### config.mk
export PLATFORM = sky130hd
export DESIGN_NAME = cvr_regs
export DESIGN_NICKNAME = d
export VERILOG_FILES = /design/src/cvr_pkg.sv /design/src/cvr_regs.sv /design/src/cvr_sync.sv /design/src/cvr_ladder.sv
export VERILOG_INCLUDE_DIRS = /design/src
export SDC_FILE = /design/constraint.sdc
export NUM_CORES = 1
export LEC_CHECK = 0
export ABC_AREA = 1
export BUFFER_PORTS_ARGS = -buffer_cell sky130_fd_sc_hd__buf_4
export CAP_MARGIN = 20
export CORE_UTILIZATION = 30
export DETAILED_ROUTE_END_ITERATION = 12
export REMOVE_ABC_BUFFERS = 1
export SKIP_CTS_REPAIR_TIMING = 1
export SYNTH_ARGS = -nofsm -noshare
export SYNTH_HDL_FRONTEND = slang
export SYNTH_SLANG_ARGS = --single-unit
export TNS_END_PERCENT = 50
### constraint.sdc
create_clock -name ref_clk -period 1.8 [get_ports ref_clk]
set_clock_uncertainty 0.05 [all_clocks]
set_input_delay 0.27 -clock ref_clk [delete_from_list [all_inputs] [get_ports ref_clk]]
set_output_delay 0.27 -clock ref_clk [all_outputs]
set_load 0.05 [all_outputs]
### src/cvr_map.svh
`ifndef CVR_MAP_SVH
`define CVR_MAP_SVH

// register offsets, byte addresses on the plain register port
`define CVR_ADDR_W 8
`define CVR_DATA_W 16
`define CVR_OFF_CTRL 8'h00
`define CVR_OFF_STAT 8'h04
`define CVR_OFF_MODE 8'h08
`define CVR_OFF_IRQS 8'h0C
`define CVR_OFF_IRQM 8'h10

// reference control register
`define CVR_CTRL_RST 8'h00
`define CVR_CTRL_HI 7
`define CVR_CTRL_LO 0
`define CVR_BIT_EN 7
`define CVR_BIT_OE 6
`define CVR_BIT_RANGE 5
`define CVR_BIT_SRC 4
`define CVR_LVL_HI 3
`define CVR_LVL_LO 0
`define CVR_SETUP_HI 5

// comparator summary register
`define CVR_STAT_EVT2 9
`define CVR_STAT_EVT1 8
`define CVR_STAT_RES2 1
`define CVR_STAT_RES1 0

// comparator mode register
`define CVR_MODE_IDLE 15
`define CVR_MODE_BUSY 0

// interrupt status and mask layout
`define CVR_IRQ_W 3
`define CVR_IRQ_EVT1 0
`define CVR_IRQ_EVT2 1
`define CVR_IRQ_SETTLE 2

// ladder ratio, numerator over a denominator of 96
`define CVR_RATIO_W 7
`define CVR_FINE_STEP 7'h04
`define CVR_COARSE_BASE 7'h18
`define CVR_COARSE_STEP 7'h03

// settling wait
`define CVR_SETTLE_NS 10000
`define CVR_CLK_NS 10
`define CVR_CNT_W 16

`endif

### src/cvr_pkg.sv
package cvr_pkg;

   // layout matches the low byte of the reference control register
   typedef struct packed {
      logic en;
      logic oe;
      logic range;
      logic src;
      logic [3:0] level;
   } cvr_ctrl_t;

   typedef struct packed {
      logic evt2;
      logic evt1;
      logic res2;
      logic res1;
   } cvr_cmp_t;

   typedef struct packed {
      logic [7:0] addr;
      logic [15:0] wdata;
      logic wr;
      logic rd;
   } cvr_bus_t;

   typedef struct packed {
      logic s1;
      logic s2;
      logic s3;
      logic val;
   } cvr_sync_t;

   typedef struct packed {
      cvr_ctrl_t ctrl;
      logic idle_stop;
      logic [2:0] irq_sts;
      logic [2:0] irq_msk;
      cvr_cmp_t cmp_prev;
      logic [15:0] settle_cnt;
      logic settling;
      logic [15:0] rd_data;
      logic irq;
      logic run;
      logic [6:0] ratio;
   } cvr_state_t;

endpackage

### src/cvr_regs.sv
// Overview of operation
// two ranges, each with sixteen levels chosen by a four-bit level code
// bit five of the reference control register picks the active range
// ranges differ in step size per code; one range has finer steps
// bit four of the control register picks the ladder supply source
// software waits for the reference to settle after changing its settings
// status bit nine mirrors the second comparator's current event flag
// control bits fifteen to eight read zero, ignore writes; low byte resets zero
// idle-stop clear keeps comparators running in idle; set halts them
// source zero feeds ladder from supply rails, one from external reference pins
`timescale 1ns/1ps
`include "cvr_map.svh"
module cvr_regs
   import cvr_pkg::*;
#(
   parameter int SETTLE_NS = `CVR_SETTLE_NS
) (
   // clock and reset
   input wire logic ref_clk,
   input wire logic reset_n,
   // register port
   input cvr_bus_t bus,
   output logic [`CVR_DATA_W-1:0] rd_data,
   // comparator cores, asynchronous
   input cvr_cmp_t cmp_in,
   // power management
   input wire logic device_idle,
   output logic cmp_run,
   // ladder
   output cvr_ctrl_t vref,
   output logic ladder_supply,
   output logic [`CVR_RATIO_W-1:0] ref_output_level,
   // interrupt
   output logic irq
);

   localparam int SETTLE_CYC = (SETTLE_NS + `CVR_CLK_NS - 1) / `CVR_CLK_NS;
   localparam logic [`CVR_CNT_W-1:0] SETTLE_LOAD = `CVR_CNT_W'(SETTLE_CYC);

   if (SETTLE_CYC < 1 || SETTLE_CYC >= (1 << `CVR_CNT_W)) begin : g_chk
      $error("cvr_regs: settling count does not fit the counter");
   end

   ////////////////////////////////////////////////////////////////////////////
   // state, inputs and ladder

   cvr_state_t st_q;
   cvr_state_t st_d;
   cvr_cmp_t cmp;
   logic [$bits(cvr_cmp_t)-1:0] cmp_raw;
   logic [`CVR_RATIO_W-1:0] lad_ratio;

   cvr_sync #(
      .W($bits(cvr_cmp_t))
   ) u_sync (
      .ref_clk(ref_clk),
      .reset_n(reset_n),
      .async_in(cmp_in),
      .sync_out(cmp_raw)
   );

   assign cmp = cvr_cmp_t'(cmp_raw);

   // ratio follows the registered settings, so it trails them by one cycle
   cvr_ladder u_ladder (
      .ctrl(st_q.ctrl),
      .ratio(lad_ratio)
   );

   function automatic logic hit(input cvr_bus_t b, input logic [7:0] off);
      hit = (b.addr == off);
   endfunction

   ////////////////////////////////////////////////////////////////////////////
   // next state

   logic wr_ctrl;
   logic setup_change;
   logic settle_done;
   logic [`CVR_IRQ_W-1:0] ev;
   logic [`CVR_IRQ_W-1:0] clr;
   cvr_ctrl_t new_ctrl;

   always_comb begin
      st_d = st_q;
      st_d.rd_data = '0;
      wr_ctrl = bus.wr && hit(bus, `CVR_OFF_CTRL);
      new_ctrl = cvr_ctrl_t'(bus.wdata[`CVR_CTRL_HI:`CVR_CTRL_LO]);
      setup_change = wr_ctrl &&
         ((new_ctrl[`CVR_SETUP_HI:0] != st_q.ctrl[`CVR_SETUP_HI:0]) ||
          (new_ctrl.en && !st_q.ctrl.en));
      settle_done = st_q.settling && (st_q.settle_cnt == `CVR_CNT_W'(1)) && !setup_change;
      clr = '0;

      // register writes
      if (wr_ctrl) begin
         st_d.ctrl = new_ctrl;
      end
      if (bus.wr && hit(bus, `CVR_OFF_MODE)) begin
         st_d.idle_stop = bus.wdata[`CVR_MODE_IDLE];
      end
      if (bus.wr && hit(bus, `CVR_OFF_IRQS)) begin
         clr = bus.wdata[`CVR_IRQ_W-1:0];
      end
      if (bus.wr && hit(bus, `CVR_OFF_IRQM)) begin
         st_d.irq_msk = bus.wdata[`CVR_IRQ_W-1:0];
      end

      // settling wait, restarted by every change of level, range or source
      if (setup_change) begin
         st_d.settle_cnt = SETTLE_LOAD;
         st_d.settling = 1'b1;
      end else if (st_q.settling) begin
         st_d.settle_cnt = st_q.settle_cnt - `CVR_CNT_W'(1);
         if (settle_done) begin
            st_d.settling = 1'b0;
         end
      end

      // events; a set in the clearing cycle wins so no event is lost
      ev = '0;
      ev[`CVR_IRQ_EVT1] = cmp.evt1 && !st_q.cmp_prev.evt1;
      ev[`CVR_IRQ_EVT2] = cmp.evt2 && !st_q.cmp_prev.evt2;
      ev[`CVR_IRQ_SETTLE] = settle_done;
      st_d.cmp_prev = cmp;
      st_d.irq_sts = (st_q.irq_sts & ~clr) | ev;
      st_d.irq = |(st_d.irq_sts & st_d.irq_msk);

      // idle handling
      st_d.run = !(st_q.idle_stop && device_idle);
      st_d.ratio = lad_ratio;

      // reads, data valid in the following cycle only
      if (bus.rd) begin
         if (hit(bus, `CVR_OFF_CTRL)) begin
            st_d.rd_data[`CVR_CTRL_HI:`CVR_CTRL_LO] = st_q.ctrl;
         end else if (hit(bus, `CVR_OFF_STAT)) begin
            st_d.rd_data[`CVR_STAT_EVT2] = cmp.evt2;
            st_d.rd_data[`CVR_STAT_EVT1] = cmp.evt1;
            st_d.rd_data[`CVR_STAT_RES2] = cmp.res2;
            st_d.rd_data[`CVR_STAT_RES1] = cmp.res1;
         end else if (hit(bus, `CVR_OFF_MODE)) begin
            st_d.rd_data[`CVR_MODE_IDLE] = st_q.idle_stop;
            st_d.rd_data[`CVR_MODE_BUSY] = st_q.settling;
         end else if (hit(bus, `CVR_OFF_IRQS)) begin
            st_d.rd_data[`CVR_IRQ_W-1:0] = st_q.irq_sts;
         end else if (hit(bus, `CVR_OFF_IRQM)) begin
            st_d.rd_data[`CVR_IRQ_W-1:0] = st_q.irq_msk;
         end
      end
   end

   always_ff @(posedge ref_clk or negedge reset_n) begin
      if (!reset_n) begin
         st_q <= '0;
         st_q.ctrl <= cvr_ctrl_t'(`CVR_CTRL_RST);
         st_q.run <= 1'b1;
         st_q.ratio <= `CVR_COARSE_BASE;
      end else begin
         st_q <= st_d;
      end
   end

   ////////////////////////////////////////////////////////////////////////////
   // outputs

   assign rd_data = st_q.rd_data;
   assign vref = st_q.ctrl;
   assign ladder_supply = st_q.ctrl.src;
   assign ref_output_level = st_q.ratio;
   assign cmp_run = st_q.run;
   assign irq = st_q.irq;

   ////////////////////////////////////////////////////////////////////////////
   // checks

   property p_r1_level;
      @(posedge ref_clk) disable iff (!reset_n)
      (bus.wr && bus.addr == `CVR_OFF_CTRL) |=> ##1
         ref_output_level == ($past(vref.range) ? 7'($past(vref.level)) * `CVR_FINE_STEP
                              : `CVR_COARSE_BASE + 7'($past(vref.level)) * `CVR_COARSE_STEP);
   endproperty
   a_r1_level: assert property (p_r1_level)
      else $error("ladder ratio does not follow the level code");

   property p_r2_range;
      @(posedge ref_clk) disable iff (!reset_n)
      (bus.wr && bus.addr == `CVR_OFF_CTRL) |=> vref.range == $past(bus.wdata[`CVR_BIT_RANGE]);
   endproperty
   a_r2_range: assert property (p_r2_range)
      else $error("range select not taken from bit five");

   property p_r3_fine;
      @(posedge ref_clk) disable iff (!reset_n)
      vref.range |=> ref_output_level == 7'($past(vref.level)) * `CVR_FINE_STEP;
   endproperty
   a_r3_fine: assert property (p_r3_fine)
      else $error("fine range step wrong");

   property p_r4_source;
      @(posedge ref_clk) disable iff (!reset_n)
      (bus.wr && bus.addr == `CVR_OFF_CTRL) |=> vref.src == $past(bus.wdata[`CVR_BIT_SRC]);
   endproperty
   a_r4_source: assert property (p_r4_source)
      else $error("source select not taken from bit four");

   property p_r6_event;
      @(posedge ref_clk) disable iff (!reset_n)
      (bus.rd && bus.addr == `CVR_OFF_STAT) |=> rd_data[`CVR_STAT_EVT2] == $past(cmp.evt2);
   endproperty
   a_r6_event: assert property (p_r6_event)
      else $error("status bit nine does not mirror second event");

   property p_r7_upper;
      @(posedge ref_clk) disable iff (!reset_n)
      (bus.rd && bus.addr == `CVR_OFF_CTRL) |=>
         rd_data[`CVR_DATA_W-1:`CVR_CTRL_HI+1] == '0 && rd_data[`CVR_CTRL_HI:0] == $past(vref);
   endproperty
   a_r7_upper: assert property (p_r7_upper)
      else $error("control read back wrong");

   property p_r8_idle;
      @(posedge ref_clk) disable iff (!reset_n)
      1'b1 |=> cmp_run == !($past(st_q.idle_stop) && $past(device_idle));
   endproperty
   a_r8_idle: assert property (p_r8_idle)
      else $error("comparator run does not follow idle stop");

   property p_r9_supply;
      @(posedge ref_clk) disable iff (!reset_n)
      (bus.wr && bus.addr == `CVR_OFF_CTRL) |=> ladder_supply == $past(bus.wdata[`CVR_BIT_SRC]);
   endproperty
   a_r9_supply: assert property (p_r9_supply)
      else $error("ladder supply does not follow source select");

   property p_r1_code;
      @(posedge ref_clk) disable iff (!reset_n)
      (bus.wr && bus.addr == `CVR_OFF_CTRL) |=>
         vref.level == $past(bus.wdata[`CVR_LVL_HI:`CVR_LVL_LO]);
   endproperty
   a_r1_code: assert property (p_r1_code)
      else $error("level code not taken from the low nibble");

   property p_r3_coarse;
      @(posedge ref_clk) disable iff (!reset_n)
      !vref.range |=>
         ref_output_level == `CVR_COARSE_BASE + 7'($past(vref.level)) * `CVR_COARSE_STEP;
   endproperty
   a_r3_coarse: assert property (p_r3_coarse)
      else $error("coarse range step wrong");

   property p_r6_first;
      @(posedge ref_clk) disable iff (!reset_n)
      (bus.rd && bus.addr == `CVR_OFF_STAT) |=> rd_data[`CVR_STAT_EVT1] == $past(cmp.evt1);
   endproperty
   a_r6_first: assert property (p_r6_first)
      else $error("status bit eight does not mirror first event");

   property p_r6_unused;
      @(posedge ref_clk) disable iff (!reset_n)
      (bus.rd && bus.addr == `CVR_OFF_STAT) |=>
         rd_data[`CVR_DATA_W-1:`CVR_STAT_EVT2+1] == '0 &&
         rd_data[`CVR_STAT_EVT1-1:`CVR_STAT_RES2+1] == '0;
   endproperty
   a_r6_unused: assert property (p_r6_unused)
      else $error("unused status bits not zero");

   property p_r7_low;
      @(posedge ref_clk) disable iff (!reset_n)
      (bus.wr && bus.addr == `CVR_OFF_CTRL) |=>
         vref == cvr_ctrl_t'($past(bus.wdata[`CVR_CTRL_HI:`CVR_CTRL_LO]));
   endproperty
   a_r7_low: assert property (p_r7_low)
      else $error("control low byte not taken from write data");

   property p_r7_hold;
      @(posedge ref_clk) disable iff (!reset_n)
      !(bus.wr && bus.addr == `CVR_OFF_CTRL) |=> $stable(vref);
   endproperty
   a_r7_hold: assert property (p_r7_hold)
      else $error("control changed without a control write");

   property p_r7_quiet;
      @(posedge ref_clk) disable iff (!reset_n)
      !bus.rd |=> rd_data == '0;
   endproperty
   a_r7_quiet: assert property (p_r7_quiet)
      else $error("read data not zero outside a read");

   property p_r8_halt;
      @(posedge ref_clk) disable iff (!reset_n)
      (st_q.idle_stop && device_idle) |=> !cmp_run;
   endproperty
   a_r8_halt: assert property (p_r8_halt)
      else $error("comparators not halted in idle");

   property p_r8_keep;
      @(posedge ref_clk) disable iff (!reset_n)
      !st_q.idle_stop |=> cmp_run;
   endproperty
   a_r8_keep: assert property (p_r8_keep)
      else $error("comparators halted with idle stop clear");

   property p_r8_readback;
      @(posedge ref_clk) disable iff (!reset_n)
      (bus.rd && bus.addr == `CVR_OFF_MODE) |=>
         rd_data[`CVR_MODE_IDLE] == $past(st_q.idle_stop);
   endproperty
   a_r8_readback: assert property (p_r8_readback)
      else $error("idle stop bit read back wrong");

   property p_r9_hold;
      @(posedge ref_clk) disable iff (!reset_n)
      !(bus.wr && bus.addr == `CVR_OFF_CTRL) |=> $stable(ladder_supply);
   endproperty
   a_r9_hold: assert property (p_r9_hold)
      else $error("ladder supply changed without a control write");

endmodule

### src/cvr_sync.sv
`timescale 1ns/1ps
module cvr_sync
   import cvr_pkg::*;
#(
   parameter int W = 4
) (
   // clock and reset
   input wire logic ref_clk,
   input wire logic reset_n,
   // lanes
   input wire logic [W-1:0] async_in,
   output logic [W-1:0] sync_out
);

   if (W < 1) begin : g_chk
      $error("cvr_sync: W must be at least 1");
   end

   // a lane only moves once the second and third stage agree
   for (genvar i = 0; i < W; i++) begin : g_lane
      cvr_sync_t st_q;
      cvr_sync_t st_d;
      always_comb begin
         st_d = st_q;
         st_d.s1 = async_in[i];
         st_d.s2 = st_q.s1;
         st_d.s3 = st_q.s2;
         if (st_q.s2 == st_q.s3) begin
            st_d.val = st_q.s3;
         end
      end
      always_ff @(posedge ref_clk or negedge reset_n) begin
         if (!reset_n) begin
            st_q <= '0;
         end else begin
            st_q <= st_d;
         end
      end
      assign sync_out[i] = st_q.val;
   end

endmodule

### src/cvr_ladder.sv
`timescale 1ns/1ps
`include "cvr_map.svh"
module cvr_ladder
   import cvr_pkg::*;
(
   // settings
   input cvr_ctrl_t ctrl,
   // tap ratio over 96
   output logic [`CVR_RATIO_W-1:0] ratio
);

   // fine range: level/24, coarse range: 1/4 + level/32
   always_comb begin
      if (ctrl.range) begin
         ratio = 7'(ctrl.level) * `CVR_FINE_STEP;
      end else begin
         ratio = `CVR_COARSE_BASE + 7'(ctrl.level) * `CVR_COARSE_STEP;
      end
   end

endmodule

; Word-level counts from Yosys, hierarchy flattened
; Cells that the tools add are included.
[totals]
reg_bits = 70
input_bits = 33
output_inout_bits = 34
wordCells = 90
[classes]
n_addsub = 2
n_mul = 1
eq_ne = 10
n_mux = 21
bitwise = 4
reduce_logical = 20
[ops]
columns = op, n
row1 = $mux 17, 2
row2 = $eq 16x1->1 const B, 1
row3 = $eq 8x4->1 const B, 2
row4 = $sub 16x1->16 const B, 1
row5 = $mux 3, 5
row6 = $logic_and 1x1->1, 11
row7 = $mux 10, 1
row8 = $eq 8x3->1 const B, 1
row9 = $eq 8x5->1 const B, 1
row10 = $logic_not 8->1, 1
row11 = $mux 2, 4
row12 = $add 5x6->7 const A, 1
row13 = $mux 1, 7
row14 = $mux 7, 1
row15 = $and 3x3->3, 2
row16 = $mul 4x2->6 const B, 1
row17 = $ne 6x6->1, 1
row18 = $logic_not 1->1, 5
row19 = $mux 5, 1
row20 = $eq 1x1->1, 4
row21 = $not 3->3, 1
row22 = $or 3x3->3, 1
row23 = $reduce_or 3->1, 1
row24 = $reduce_bool 2->1, 1
row25 = $logic_or 1x1->1, 1

; Depth between registers and ports, before layout
; Gate-level depths: netlist of the first run.
[depth]
word_depth = 9
mapped_depth = 11
mapped_depth_nobuf = 11

; By module
; From an unflattened synthesis of the first run, not the netlist that was laid out.
[hier_totals]
cells_unflattened = 396
hier_area_um2 = 3482.1
[modules_own_cells]
columns = module, instances, cells_per_inst, area_per_inst_um2, seq_area_each_um2
row1 = cvr_regs, 1, 326, 2770.2, 1355.0
row2 = cvr_sync, 1, 36, 495.5, 400.4
row3 = cvr_ladder, 1, 34, 216.5, 0.0

; Least setup slack after synthesis of the first run
; Ideal clock, no wire load.
[synth_path]
path_kind = register -> register
from = register, netlist name vref[2]
to = register st_q (netlist bit ref_output_level[4])
setup_ns = 0.086
arrival_time_ns = 1.562
required_time_ns = 1.664
path_slack_ns = 0.102
stages_incl_launch_ff = 9
n_path_buf = 0
synth_period_minus_slack_ns = 1.698
cell_sequence = dfrtp_1 -> ha_1 -> ha_1 -> inv_1 -> fa_1 -> inv_1 -> nor2_1 -> o21ai_0 -> o21ai_0
[synth_between]
elab_chain_cells = 3
[synth_lines]
columns = item, line
row1 = $mul 4x2->6 (no line), --
row2 = $add 5x6->7 (no line), --
row3 = $mux 7 *, cvr_ladder.sv:14  ; if (ctrl.range) begin
row4 = via lad_ratio[4], cvr_regs.sv:51  ; logic [`CVR_RATIO_W-1:0] lad_ratio;
row5 = to (signal assigned), cvr_regs.sv:160  ; st_q <= st_d;
row6 = to (decl), cvr_regs.sv:47  ; cvr_state_t st_q;
; The timed path passes the listed nets; every way through them passes the cells marked *.
; A chain may end at the register's enable or synchronous reset.

; Worst setup path after layout of the first run
[layout_path]
from = register, netlist name vref[2]
to = register st_q (netlist bit ref_output_level[4])
[layout_between]
elab_chain_cells = 3
[layout_lines]
columns = item, line
row1 = $mul 4x2->6 (no line), --
row2 = $add 5x6->7 (no line), --
row3 = $mux 7 *, cvr_ladder.sv:14
row4 = via lad_ratio[4], cvr_regs.sv:51
; Marks and branches as above.

==> results of run 1 <==
[power by group through the flow]
stage	Combinational, mW	Sequential (mW)	Clock (mW)
3_5_place_dp	0.803	1.88	0
6_report	0.817	1.85	1.28
2_1_floorplan	0.404	1.99	0
5_1_grt	0.916	1.87	1.38
4_1_cts	0.809	1.85	1.32
3_3_place_gp	0.783	1.87	0
[final timing paths]
kind                                                       to  slack, ns  cells after the start
max                             ref_output_level[4]$_DFF_PN1_       0.09                      8
min                                      st_q[52]$_DFFE_PN0P_       0.08                      3
max reg2reg                     ref_output_level[4]$_DFF_PN1_       0.09                      8
min reg2reg                u_sync.g_lane[1].st_d[1]$_DFF_PN0_       0.30                      0
max in group asynchronous       ref_output_level[4]$_DFF_PN1_       0.73                      3
min in group asynchronous  u_sync.g_lane[0].st_d[2]$_DFF_PN0_       0.36                      2
[through the flow]
step | hold WS (ns) | setup TNS, ns | instances
global route | 0.0785 | -0.0497 | 575
CTS | -0.185 | 0 | 568
detailed placement | 0.193 | 0 | 552
floorplan | -0.0756 | -1.93 | 347
global placement | 0.193 | 0 | 552
finish | 0.0789 | 0 | 575
[worst min-delay path, stage by stage]
cell and delay (ns):
sky130_fd_sc_hd__buf_4 0.08, sky130_fd_sc_hd__nand2_1 0.04, sky130_fd_sc_hd__nand2_1 0.05
[flip-flops by register name (all words and copies together) (netlist names)]
| register | count |
|---|---|
| vref | 7 |
| ref_output_level | 7 |
| ladder_supply | 1 |
| st_q | 26 |
| rd_data | 11 |
| u_sync.sync_out | 4 |
| cmp_run | 1 |
| u_sync.g_lane.st_d | 8 |
| irq | 1 |
| u_sync.g_lane.st_q | 4 |
[per-layer routing]
metal / share of wire / vias up / routed length, um
li1: - / 1240 / -
met2: 0.47 / 55 / 3180
met1: 0.46 / 1193 / 3120
met3: 0.042 / 13 / 286
met4: 0.021 / 0 / 144
met5: 0 / - / 0
[cells in the final DEF, fill, tap and decap left out, types with 3 or more instances in the layout]
master,count
sky130_fd_sc_hd__maj3_1,4
sky130_fd_sc_hd__nand2_1,85
sky130_fd_sc_hd__dfrtp_1,66
sky130_fd_sc_hd__nor2_4,3
sky130_fd_sc_hd__o21ai_1,4
sky130_fd_sc_hd__o21ai_0,22
sky130_fd_sc_hd__dfstp_2,3
sky130_fd_sc_hd__nor3_1,5
sky130_fd_sc_hd__dlygate4sd3_1,6
sky130_fd_sc_hd__conb_1,5
sky130_fd_sc_hd__clkbuf_8,11
sky130_fd_sc_hd__ha_1,6
sky130_fd_sc_hd__nand3_1,21
sky130_fd_sc_hd__a21oi_1,6
sky130_fd_sc_hd__buf_4,65
sky130_fd_sc_hd__inv_1,47
sky130_fd_sc_hd__nor2_1,39
sky130_fd_sc_hd__inv_2,4
sky130_fd_sc_hd__xor2_1,5
[layout make-up]
class	instances	area (um^2)	share of cell area
Clock buffer	13	159	0.0392
Clock inverter	3	42.5	0.0105
Inverter	51	191	0.0473
Tap cell	140	175	0.0432
Timing Repair Buffer	72	568	0.140
Sequential cell	70	1760	0.434
Multi-Input combinational cell	226	1160	0.286
[kinds of logic (layout without fill, tap and decap cells)]
| logic type | Yosys count | in the layout | synth area share |
|---|---|---|---|
| compound gates | 38 | 38 | 0.0616 |
| other cells | 1 | 5 | 0.00113 |
| xor+xnor | 6 | 6 | 0.0158 |
| flops | 70 | 70 | 0.527 |
| fa+ha+maj | 12 | 12 | 0.0465 |
| buf+inv | 84 | 139 | 0.132 |
| simple gates | 165 | 165 | 0.216 |
==> results.txt, run 1 <==
----------------------------------------------------
[Outcome]
  Run status ... completed

[Routing]
  1st-pass router iterations ... 4
  Vias after detailed routing ... 2501
  DRC violation total after the first TritonRoute iteration ... 98
  Vias per std cell ... ~4.3
  Detail Route Antenna Nets ... 0
  Number of remaining DRC errors ... 0
  Detailed Route WL ... slightly below 7000 um
  Wirelength per Cell ... 11.7 um

[Floorplanning]
  Die boundary height ... 107 um
  Horiz. Die Dim ... 107 um
  Starting density of the core ... 0.307
  Core box area ... between 10000 and 15000 um^2
  Die ar. ... 11500 um^2
  I/O pin count ... 67
  Standard-cell rows ... 38

[Clocking]
  H-Tree Depth ... 3
  Longest Clk Path Bufs ... 2
  Clock transition time at the flip-flop clock pins of the worst setup and hold paths ... 0.07 ns
  Clock tree from TritonCTS ... built
  Number of clock sinks ... 70
  TritonCTS buffer count ... 9
  Clk_lat worst skew ... between 0.3 and 0.4 ns
  CTS Root Cell ... sky130_fd_sc_hd__clkbuf_8

[Logic synthesis]
  Post-synth EDFFs ... 0
  Number of library cell types mapped by synthesis ... 32
  Synthesized cell area ... 3330 um^2
  Fraction of registers with async set or reset after synthesis ... 1.00
  Mean instance size in the synthesized netlist ... 8.86 um^2
  Leading cell type by number of instances after synthesis ... sky130_fd_sc_hd__nand2_1
  Post-synthesis sequential area ratio ... 0.527
  Ranking of synthesized cells by area ... sky130_fd_sc_hd__dfrtp_1 50%, sky130_fd_sc_hd__nand2_1 9.6%, sky130_fd_sc_hd__buf_4 7.0%, sky130_fd_sc_hd__inv_1 5.4%, sky130_fd_sc_hd__nor2_1 4.4%
  Yosys warning total ... 0
  Number of flip-flops and latches in the synthesized netlist ... 70
  Top-area cell type share of the netlist area ... 0.503
  Gate count of the mapped netlist ... about 380
  Most frequent cells after synthesis ... 85 x sky130_fd_sc_hd__nand2_1, 67 x sky130_fd_sc_hd__dfrtp_1, 48 x sky130_fd_sc_hd__inv_1
  Top_reg_cell synth ... sky130_fd_sc_hd__dfrtp_1
  Library cell occupying the most area in the post-synthesis netlist ... sky130_fd_sc_hd__dfrtp_1

[Critical path]
  Cell family with the largest share of critical-path delay ... adder cells
  Worst r2r src ... vref[2]$_DFFE_PN0P_
  Crit path kind ... reg -> reg
  Peak fanout along the critical path ... 3
  Critical path's largest stage delay ... ~0.42 ns
  Worst Setup End Kind ... flip-flop
  Worst Setup Start Kind ... flip-flop
  Source of the critical timing path ... vref[2]$_DFFE_PN0P_
  CP max stage cell ... sky130_fd_sc_hd__dfrtp_2
  Critical Path RT ... slightly above 2 ns
  Total buffers and inverters traversed by the critical path ... 2
  Data arrival time of the critical path ... about 1.9 ns
  Cells along the critical path ... ha_1 -> ha_1 -> inv_1 -> fa_1 -> inv_1 -> nor2_1 -> o21ai_1 -> o21ai_1

[Placed design]
  GP Congestion ... 0.827
  Post-detailed-placement cell area ... 3770 um^2
  HPWL after DPL ... 5030 um
  Port Buffers ... 54
  Pre-CTS setup slack ... roughly 0.026 ns

[Pwr]
  Peak supply drop ... between 400 and 500 uV
  Combinational group share of total power ... 0.207
  Part of the total power dissipated in sequential elements ... 0.468
  Overall power consumption ... a little under 4 mW
  Static Leakage ... approximately 2.0 nW
  Clock power frac ... 0.325
  Power per standard cell area ... between 900 and 1000 nW/um^2
  Net switching fraction of the power ... 0.303
  Net switching component of the power ... between 1 and 1.5 mW
  Internal power summed over all cells ... around 2.8 mW

[Finish]
  Fin util ... 0.374
  Net count reported at finish ... about 470
  Layout cells sized above 1 ... 0.234
  Total of fill cells in the finished design ... ~1100
  Final design instance area without fill ... around 4000 um^2
  Area delta synth->final ... 21.5%
  Antenna diodes ... 0

[STA]
  Final worst path period need ... between 1.5 and 2 ns
  Setup-failing EPs final ... 0
  Setup repair after global routing missed its margin ... true
  Final count of hold timing violations ... 0
  Highest Clock Rate ... slightly below 0.6 GHz
  Max Transition Viols Final ... 0
  Min setup slack post-route ... between 0.09 and 0.1 ns
  Share of the clock period used by the worst path ... 0.947

[GRT]
  First-pass GRT wire length ... roughly 11000 um
  GRT Overall Usage ... 0.130
  Global routing usage on met1 ... 0.161
  Routing layer with the top usage in global route ... met2
  Number of global-route vias before repair ... ~2500
  Largest net degree at the start of global routing ... 40
  Met2 track demand over resource ... 0.211
  Congestion Overflow GR ... 0
  Antenna violations before repair ... 0
  Met3 track demand over resource ... 0.0327

[Job]
  Max Cap Violations ... 0

[Hold path]
  Hold path startpoint ... bus[17]
  Class of the worst hold path ... in -> reg

----------------------------------------------------
(Power assumes the default switching activity.)
==> inputs of run 2 (changes only) <==
CTS_BUF_LIST = sky130_fd_sc_hd__clkbuf_4 sky130_fd_sc_hd__clkbuf_8   (was default)
CTS_CLUSTER_SIZE = 30   (was default)
clock period = 2 ns   (was 1.8 ns; I/O delays follow)
==> run 2 against run 1 <==
  * Flip-flop and latch count did not move
  * Sequential share of layout area increased by 1.1 points
  * Critical path depth stayed put
  * Final cell count down 1.7%
  * Setup slack better by 0.091 ns
  * Maximum frequency shrank 6.0%
  * First-iteration DRC count fell by 13%
  * Design area fell by 2.4%
  * Largest power group unchanged
  * Global-route usage is 0.25 points lower
  * Highest routed layer unchanged
  * Critical path type unchanged
==> results.txt, run 2 (synthesis results as in run 1) <==
----------------------------------------------------
[Critical path]
  Crit path kind ... reg -> reg
  Logic depth of the worst register-to-register path ... 8 (unchanged)
  Peak fanout along the critical path ... 7 (+4)
  Data arrival time of the critical path ... 2.03 ns (+0.10 ns)
  Worst Setup End Kind ... flip-flop
  Critical Path RT ... 2.21 ns (+0.19 ns)
  Worst Setup Start Kind ... flip-flop

[GRT]
  GRT Overall Usage ... 0.128 (-0.00252)
  Largest net degree at the start of global routing ... 37 (-7.5%)
  First-pass GRT wire length ... 11200 um (-2.0%)
  Antenna violations before repair ... 0 (unchanged)
  Congestion Overflow GR ... 0 (unchanged)
  Number of global-route vias before repair ... 2407 (-4.3%)

[Pwr]
  Net switching component of the power ... 1.04 mW (-14%)
  Peak supply drop ... 554 uV (+27%)
  Static Leakage ... 1.97 nW (-2.1%)
  Net switching fraction of the power ... 0.302 (-0.000925)
  Part of the total power dissipated in sequential elements ... 0.487 (+0.019)
  Combinational group share of total power ... 0.205 (-0.002)
  Clock power frac ... 0.308 (-0.017)
  Overall power consumption ... 3.42 mW (-13%)
  Power per standard cell area ... 866 nW/um^2 (-11%)
  Internal power summed over all cells ... 2.39 mW (-13%)

[Routing]
  DRC violation total after the first TritonRoute iteration ... 85 (-13%)
  1st-pass router iterations ... 4 (unchanged)
  Wirelength per Cell ... 11.5 um (-1.5%)
  Detailed Route WL ... 6520 um (-3.2%)
  Detail Route Antenna Nets ... 0 (unchanged)
  Vias after detailed routing ... 2442 (-2.4%)
  Number of remaining DRC errors ... 0 (unchanged)
  Vias per std cell ... 4.32 (-0.63%)

[Finish]
  Area delta synth->final ... 18.5%
  Most used cells in the layout excluding fill and tap cells ... 85 x sky130_fd_sc_hd__nand2_1, 67 x sky130_fd_sc_hd__dfrtp_1, 56 x sky130_fd_sc_hd__buf_4
  Total of fill cells in the finished design ... 1134 (-0.61%)
  Layout cells sized above 1 ... 0.216 (-0.0180)
  Net count reported at finish ... 461 (-2.1%)
  Leading cell type in the layout, fill and taps excluded ... sky130_fd_sc_hd__nand2_1
  Antenna diodes ... 0 (unchanged)
  Reg with most FFs ... st_q
  Area occupied by registers ... 1760 um^2 (about the same)
  Combined area of the multi-input logic cells ... 1150 um^2 (-0.43%)
  Largest register FFs ... 26 (unchanged)

[STA]
  Max Transition Viols Final ... 0 (unchanged)
  Share of the clock period used by the worst path ... 0.907 (-0.0404)
  Min setup slack post-route ... 0.186 ns (+0.0914 ns)
  Highest Clock Rate ... 0.551 GHz (-6.0%)
  Setup-failing EPs final ... 0 (unchanged)
  Final worst path period need ... 1.81 ns (+0.109 ns)
  Final count of hold timing violations ... 0 (unchanged)
  Setup repair after global routing missed its margin ... false

[Clocking]
  CTS Root Cell ... sky130_fd_sc_hd__clkbuf_8
  Clk_lat worst skew ... 0.34 ns (about the same)
  H-Tree Depth ... 3 (unchanged)
  TritonCTS buffer count ... 9 (unchanged)
  Clock transition time at the flip-flop clock pins of the worst setup and hold paths ... 0.07 ns (about the same)
  Longest Clk Path Bufs ... 2 (unchanged)
  Clock tree from TritonCTS ... built
  Number of clock sinks ... 70 (unchanged)

[Floorplanning]
  Standard-cell rows ... 38 (unchanged)
  Die boundary height ... 107 um (unchanged)
  Starting density of the core ... 0.307 (unchanged)
  Horiz. Die Dim ... 107 um (unchanged)
  I/O pin count ... 67 (unchanged)
  Core box area ... 10800 um^2 (unchanged)
  Die ar. ... 11500 um^2 (unchanged)

[Placed design]
  Pre-CTS setup slack ... 0.184 ns (+0.158 ns)
  HPWL after DPL ... 4910 um (-2.3%)
  Port Buffers ... 54 (unchanged)
  GP Congestion ... 0.801 (-3.1%)

[Hold path]
  Class of the worst hold path ... in -> reg
  Number of cells traversed by the worst hold path ... 2 (-1)

[Outcome]
  Run status ... completed

[Job]
  Max Cap Violations ... 0 (unchanged)

----------------------------------------------------
run 2: changes by cell type in the layout (fill, tap and decap cells not counted), sizes merged:
cell / change
clkinvlp: -1
buf: -9
bufinv: -1
dlygate4sd3: -1
clkbuf: +2
run 2: area by class of cell:
cell class	instances	area share
multi-input cells	226	0.292
well taps	140	0.0443
clock buffers	15	0.0459
clock inverters	1	0.00127
repair buffers	62	0.124
inverters	51	0.0484
flip-flops and latches	70	0.444
run 2: worst paths after layout:
path / startpoint / end / slack (ns)
max: vref[1]$_DFFE_PN0P_ / ref_output_level[4]$_DFF_PN1_ / 0.19
max in group asynchronous: reset_n / ref_output_level[4]$_DFF_PN1_ / 0.89
min in group asynchronous: reset_n / u_sync.g_lane[2].st_d[1]$_DFF_PN0_ / 0.40
min: device_idle / cmp_run$_DFF_PN1_ / 0.03
max reg2reg: vref[1]$_DFFE_PN0P_ / ref_output_level[4]$_DFF_PN1_ / 0.19
min reg2reg: u_sync.g_lane[0].st_d[2]$_DFF_PN0_ / u_sync.g_lane[0].st_d[1]$_DFF_PN0_ / 0.30
run 2: critical path, cell delays in order (launching register included):
cell and delay (ns):
sky130_fd_sc_hd__dfrtp_1 0.47, sky130_fd_sc_hd__ha_1 0.32, sky130_fd_sc_hd__ha_1 0.13, sky130_fd_sc_hd__inv_1 0.06, sky130_fd_sc_hd__fa_1 0.38, sky130_fd_sc_hd__inv_1 0.07, sky130_fd_sc_hd__nor2_1 0.04, sky130_fd_sc_hd__o21ai_0 0.13
sky130_fd_sc_hd__o21ai_0 0.10
run 2: layer usage:
metal  track usage  up-vias  wire length (um)
li1              -     1225                 -
met1         0.159     1167              2980
met5             0        -                 0
met4        0.0499        0                93
met3        0.0357        6               255
met2         0.209       44              3190
run 2: power groups by stage:
| stage | sequential [mW] | combinational [mW] | clock [mW] |
|---|---|---|---|
| 3_3_place_gp | 1.69 | 0.682 | 0 |
| 2_1_floorplan | 1.79 | 0.363 | 0 |
| 5_1_grt | 1.69 | 0.795 | 1.16 |
| 6_report | 1.67 | 0.702 | 1.05 |
| 4_1_cts | 1.67 | 0.704 | 1.10 |
| 3_5_place_dp | 1.69 | 0.706 | 0 |
run 2: metrics by stage:
step                      hold slack (ns)  instances   util  area, um^2  TNS, ns
after floorplan                   -0.0456        347      -        3100  -0.0635
after global placement              0.233        544  0.343        3710        0
after detailed placement            0.235        544  0.343        3710        0
after CTS                          -0.138        560  0.360        3900        0
after global routing               0.0101        565  0.364        3950        0
final                              0.0258        565  0.364        3950        0
==> inputs of run 3 (changes only) <==
PLACE_DENSITY = 0.46   (was default)
==> run 3 against run 2 <==
  * Hold slack worse by 0.0066 ns
  * Clock power up 23%
  * Flip-flop and latch count unchanged
  * Utilization up 0.46 points
  * Maximum frequency down 2.2%
  * Highest routed layer unchanged
  * Largest cell class unchanged
  * Critical path depth unchanged
==> results.txt, run 3 (synthesis results as in run 1) <==
----------------------------------------------------
[Outcome]
  Run status ... completed

[Routing]
  Detail Route Antenna Nets ... 0 (unchanged)
  DRC violation total after the first TritonRoute iteration ... 56 (-34%)
  Wirelength per Cell ... 11.9 um (+3.3%)
  Detailed Route WL ... 6750 um (+3.5%)
  Number of remaining DRC errors ... 0 (unchanged)
  Vias per std cell ... 4.23 (-2.1%)
  1st-pass router iterations ... 4 (unchanged)
  Vias after detailed routing ... 2396 (-1.9%)

[Finish]
  Largest register FFs ... 26 (unchanged)
  Total of fill cells in the finished design ... 1132 (-0.18%)
  Antenna diodes ... 0 (unchanged)
  Combined area of the multi-input logic cells ... 1150 um^2 (unchanged)
  Reg with most FFs ... st_q
  Net count reported at finish ... 463 (+0.43%)
  Layout cells sized above 1 ... 0.218 (+0.00184)
  Final design instance area without fill ... 4000 um^2 (+1.3%)
  Most used cells in the layout excluding fill and tap cells ... 85 x sky130_fd_sc_hd__nand2_1, 67 x sky130_fd_sc_hd__dfrtp_1, 58 x sky130_fd_sc_hd__buf_4
  Leading cell type in the layout, fill and taps excluded ... sky130_fd_sc_hd__nand2_1
  Area delta synth->final ... 20.0%
  Area occupied by registers ... 1760 um^2 (unchanged)

[Hold path]
  Class of the worst hold path ... in -> reg

[Floorplanning]
  Die ar. ... 11500 um^2 (unchanged)
  Core box area ... 10800 um^2 (unchanged)
  Starting density of the core ... 0.307 (unchanged)
  Die boundary height ... 107 um (unchanged)
  I/O pin count ... 67 (unchanged)
  Standard-cell rows ... 38 (unchanged)
  Horiz. Die Dim ... 107 um (unchanged)

[Pwr]
  Power per standard cell area ... 915 nW/um^2 (+5.6%)
  Net switching component of the power ... 1.11 mW (+7.3%)
  Net switching fraction of the power ... 0.303 (+0.00105)
  Clock power frac ... 0.352 (+0.044)
  Peak supply drop ... 399 uV (-28%)
  Part of the total power dissipated in sequential elements ... 0.454 (-0.033)
  Internal power summed over all cells ... 2.55 mW (+6.8%)
  Combinational group share of total power ... 0.194 (-0.011)
  Static Leakage ... 1.98 nW (+0.65%)

[STA]
  Final worst path period need ... 1.85 ns (+0.0404 ns)
  Hold slack final ... 0.0193 ns (-0.00659 ns)
  Final count of hold timing violations ... 0 (unchanged)
  Setup-failing EPs final ... 0 (unchanged)
  Highest Clock Rate ... 0.539 GHz (-2.2%)
  Share of the clock period used by the worst path ... 0.927 (+0.0202)
  Max Transition Viols Final ... 0 (unchanged)
  Setup repair after global routing missed its margin ... false

[Clocking]
  Number of clock sinks ... 70 (unchanged)
  Clk_lat worst skew ... 0.35 ns (about the same)
  CTS Root Cell ... sky130_fd_sc_hd__clkbuf_8
  Clock transition time at the flip-flop clock pins of the worst setup and hold paths ... 0.08 ns (about the same)
  Clock tree from TritonCTS ... built
  TritonCTS buffer count ... 9 (unchanged)
  H-Tree Depth ... 3 (unchanged)
  Longest Clk Path Bufs ... 2 (unchanged)

[Placed design]
  Post-detailed-placement cell area ... 3730 um^2 (+0.40%)
  Port Buffers ... 54 (unchanged)
  HPWL after DPL ... 4960 um (+0.96%)
  GP Congestion ... 0.755 (-5.7%)

[GRT]
  GRT Overall Usage ... 0.129 (+0.000942)
  Congestion Overflow GR ... 0 (unchanged)
  Antenna violations before repair ... 0 (unchanged)
  First-pass GRT wire length ... 11300 um (+0.68%)
  Number of global-route vias before repair ... 2332 (-3.1%)
  Largest net degree at the start of global routing ... 42 (+14%)

[Critical path]
  Critical path's largest stage delay ... 0.48 ns (about the same)
  Worst Setup Start Kind ... flip-flop
  Worst Setup End Kind ... flip-flop
  Cell family with the largest share of critical-path delay ... adder cells
  Data arrival time of the critical path ... 2.08 ns (+0.05 ns)
  Critical Path RT ... 2.22 ns (about the same)
  CP max stage cell ... sky130_fd_sc_hd__dfrtp_1
  Crit path kind ... reg -> reg
  Cells along the critical path ... ha_1 -> ha_1 -> inv_1 -> fa_1 -> inv_1 -> nor2_1 -> o21ai_0 -> o21ai_0
  Total buffers and inverters traversed by the critical path ... 2 (unchanged)
  Peak fanout along the critical path ... 7 (unchanged)

[Job]
  Max Cap Violations ... 0 (unchanged)

----------------------------------------------------
## run 3: cell types whose count changed in the layout (fill, tap and decap cells not counted), sizes merged
| cell | previous run | this run |
|---|---|---|
| buf | 57 | 59 |
| bufinv | 0 | 2 |
| clkbuf | 15 | 10 |
| clkinvlp | 0 | 2 |
## run 3: stage by stage
| step | setup slack (ns) | power, mW | instances | utilization | setup TNS [ns] |
|---|---|---|---|---|---|
| 3_3_place_gp | 0.187 | 2.39 | 546 | 0.344 | 0 |
| 4_1_cts | 0.146 | 3.71 | 561 | 0.364 | 0 |
| 2_1_floorplan | -0.0635 | 2.15 | 347 | - | -0.0635 |
| 3_5_place_dp | 0.153 | 2.40 | 546 | 0.344 | 0 |
| 6_report | 0.146 | 3.66 | 566 | 0.369 | 0 |
| 5_1_grt | 0.0159 | 3.87 | 566 | 0.369 | 0 |
## run 3: per-layer routing
layer	track usage	vias to the layer above	wire length, um
met4	0.0528	0	114
met2	0.206	45	3200
met1	0.167	1112	3200
met5	0	-	0
met3	0.0291	11	236
li1	-	1228	-
## run 3: area by class of cell
cell class	count	area share
clock buffer	10	0.0344
inverter	51	0.0478
sequential	70	0.439
clock inverter	5	0.0210
timing repair buffer	64	0.126
multi-input combinational	226	0.288
tap	140	0.0438
## run 3: final timing paths
kind	startpoint	slack, ns	endpoint	cells after the start
worst min-delay path	device_idle	0.02	cmp_run$_DFF_PN1_	2
min in group asynchronous	reset_n	0.37	ref_output_level[5]$_DFF_PN0_	2
max in group asynchronous	reset_n	0.99	u_sync.g_lane[1].st_d[1]$_DFF_PN0_	3
worst min register to register	u_sync.g_lane[0].st_d[2]$_DFF_PN0_	0.30	u_sync.g_lane[0].st_d[1]$_DFF_PN0_	0
worst max register to register	vref[1]$_DFFE_PN0P_	0.15	ref_output_level[4]$_DFF_PN1_	8
worst max-delay path	vref[1]$_DFFE_PN0P_	0.15	ref_output_level[4]$_DFF_PN1_	8
## run 3: power groups by stage
| stage | clock network (mW) | registers [mW] | logic, mW |
|---|---|---|---|
| 4_1_cts | 1.34 | 1.66 | 0.716 |
| 6_report | 1.29 | 1.66 | 0.712 |
| 2_1_floorplan | 0 | 1.79 | 0.363 |
| 3_5_place_dp | 0 | 1.69 | 0.714 |
| 3_3_place_gp | 0 | 1.69 | 0.701 |
| 5_1_grt | 1.38 | 1.68 | 0.807 |
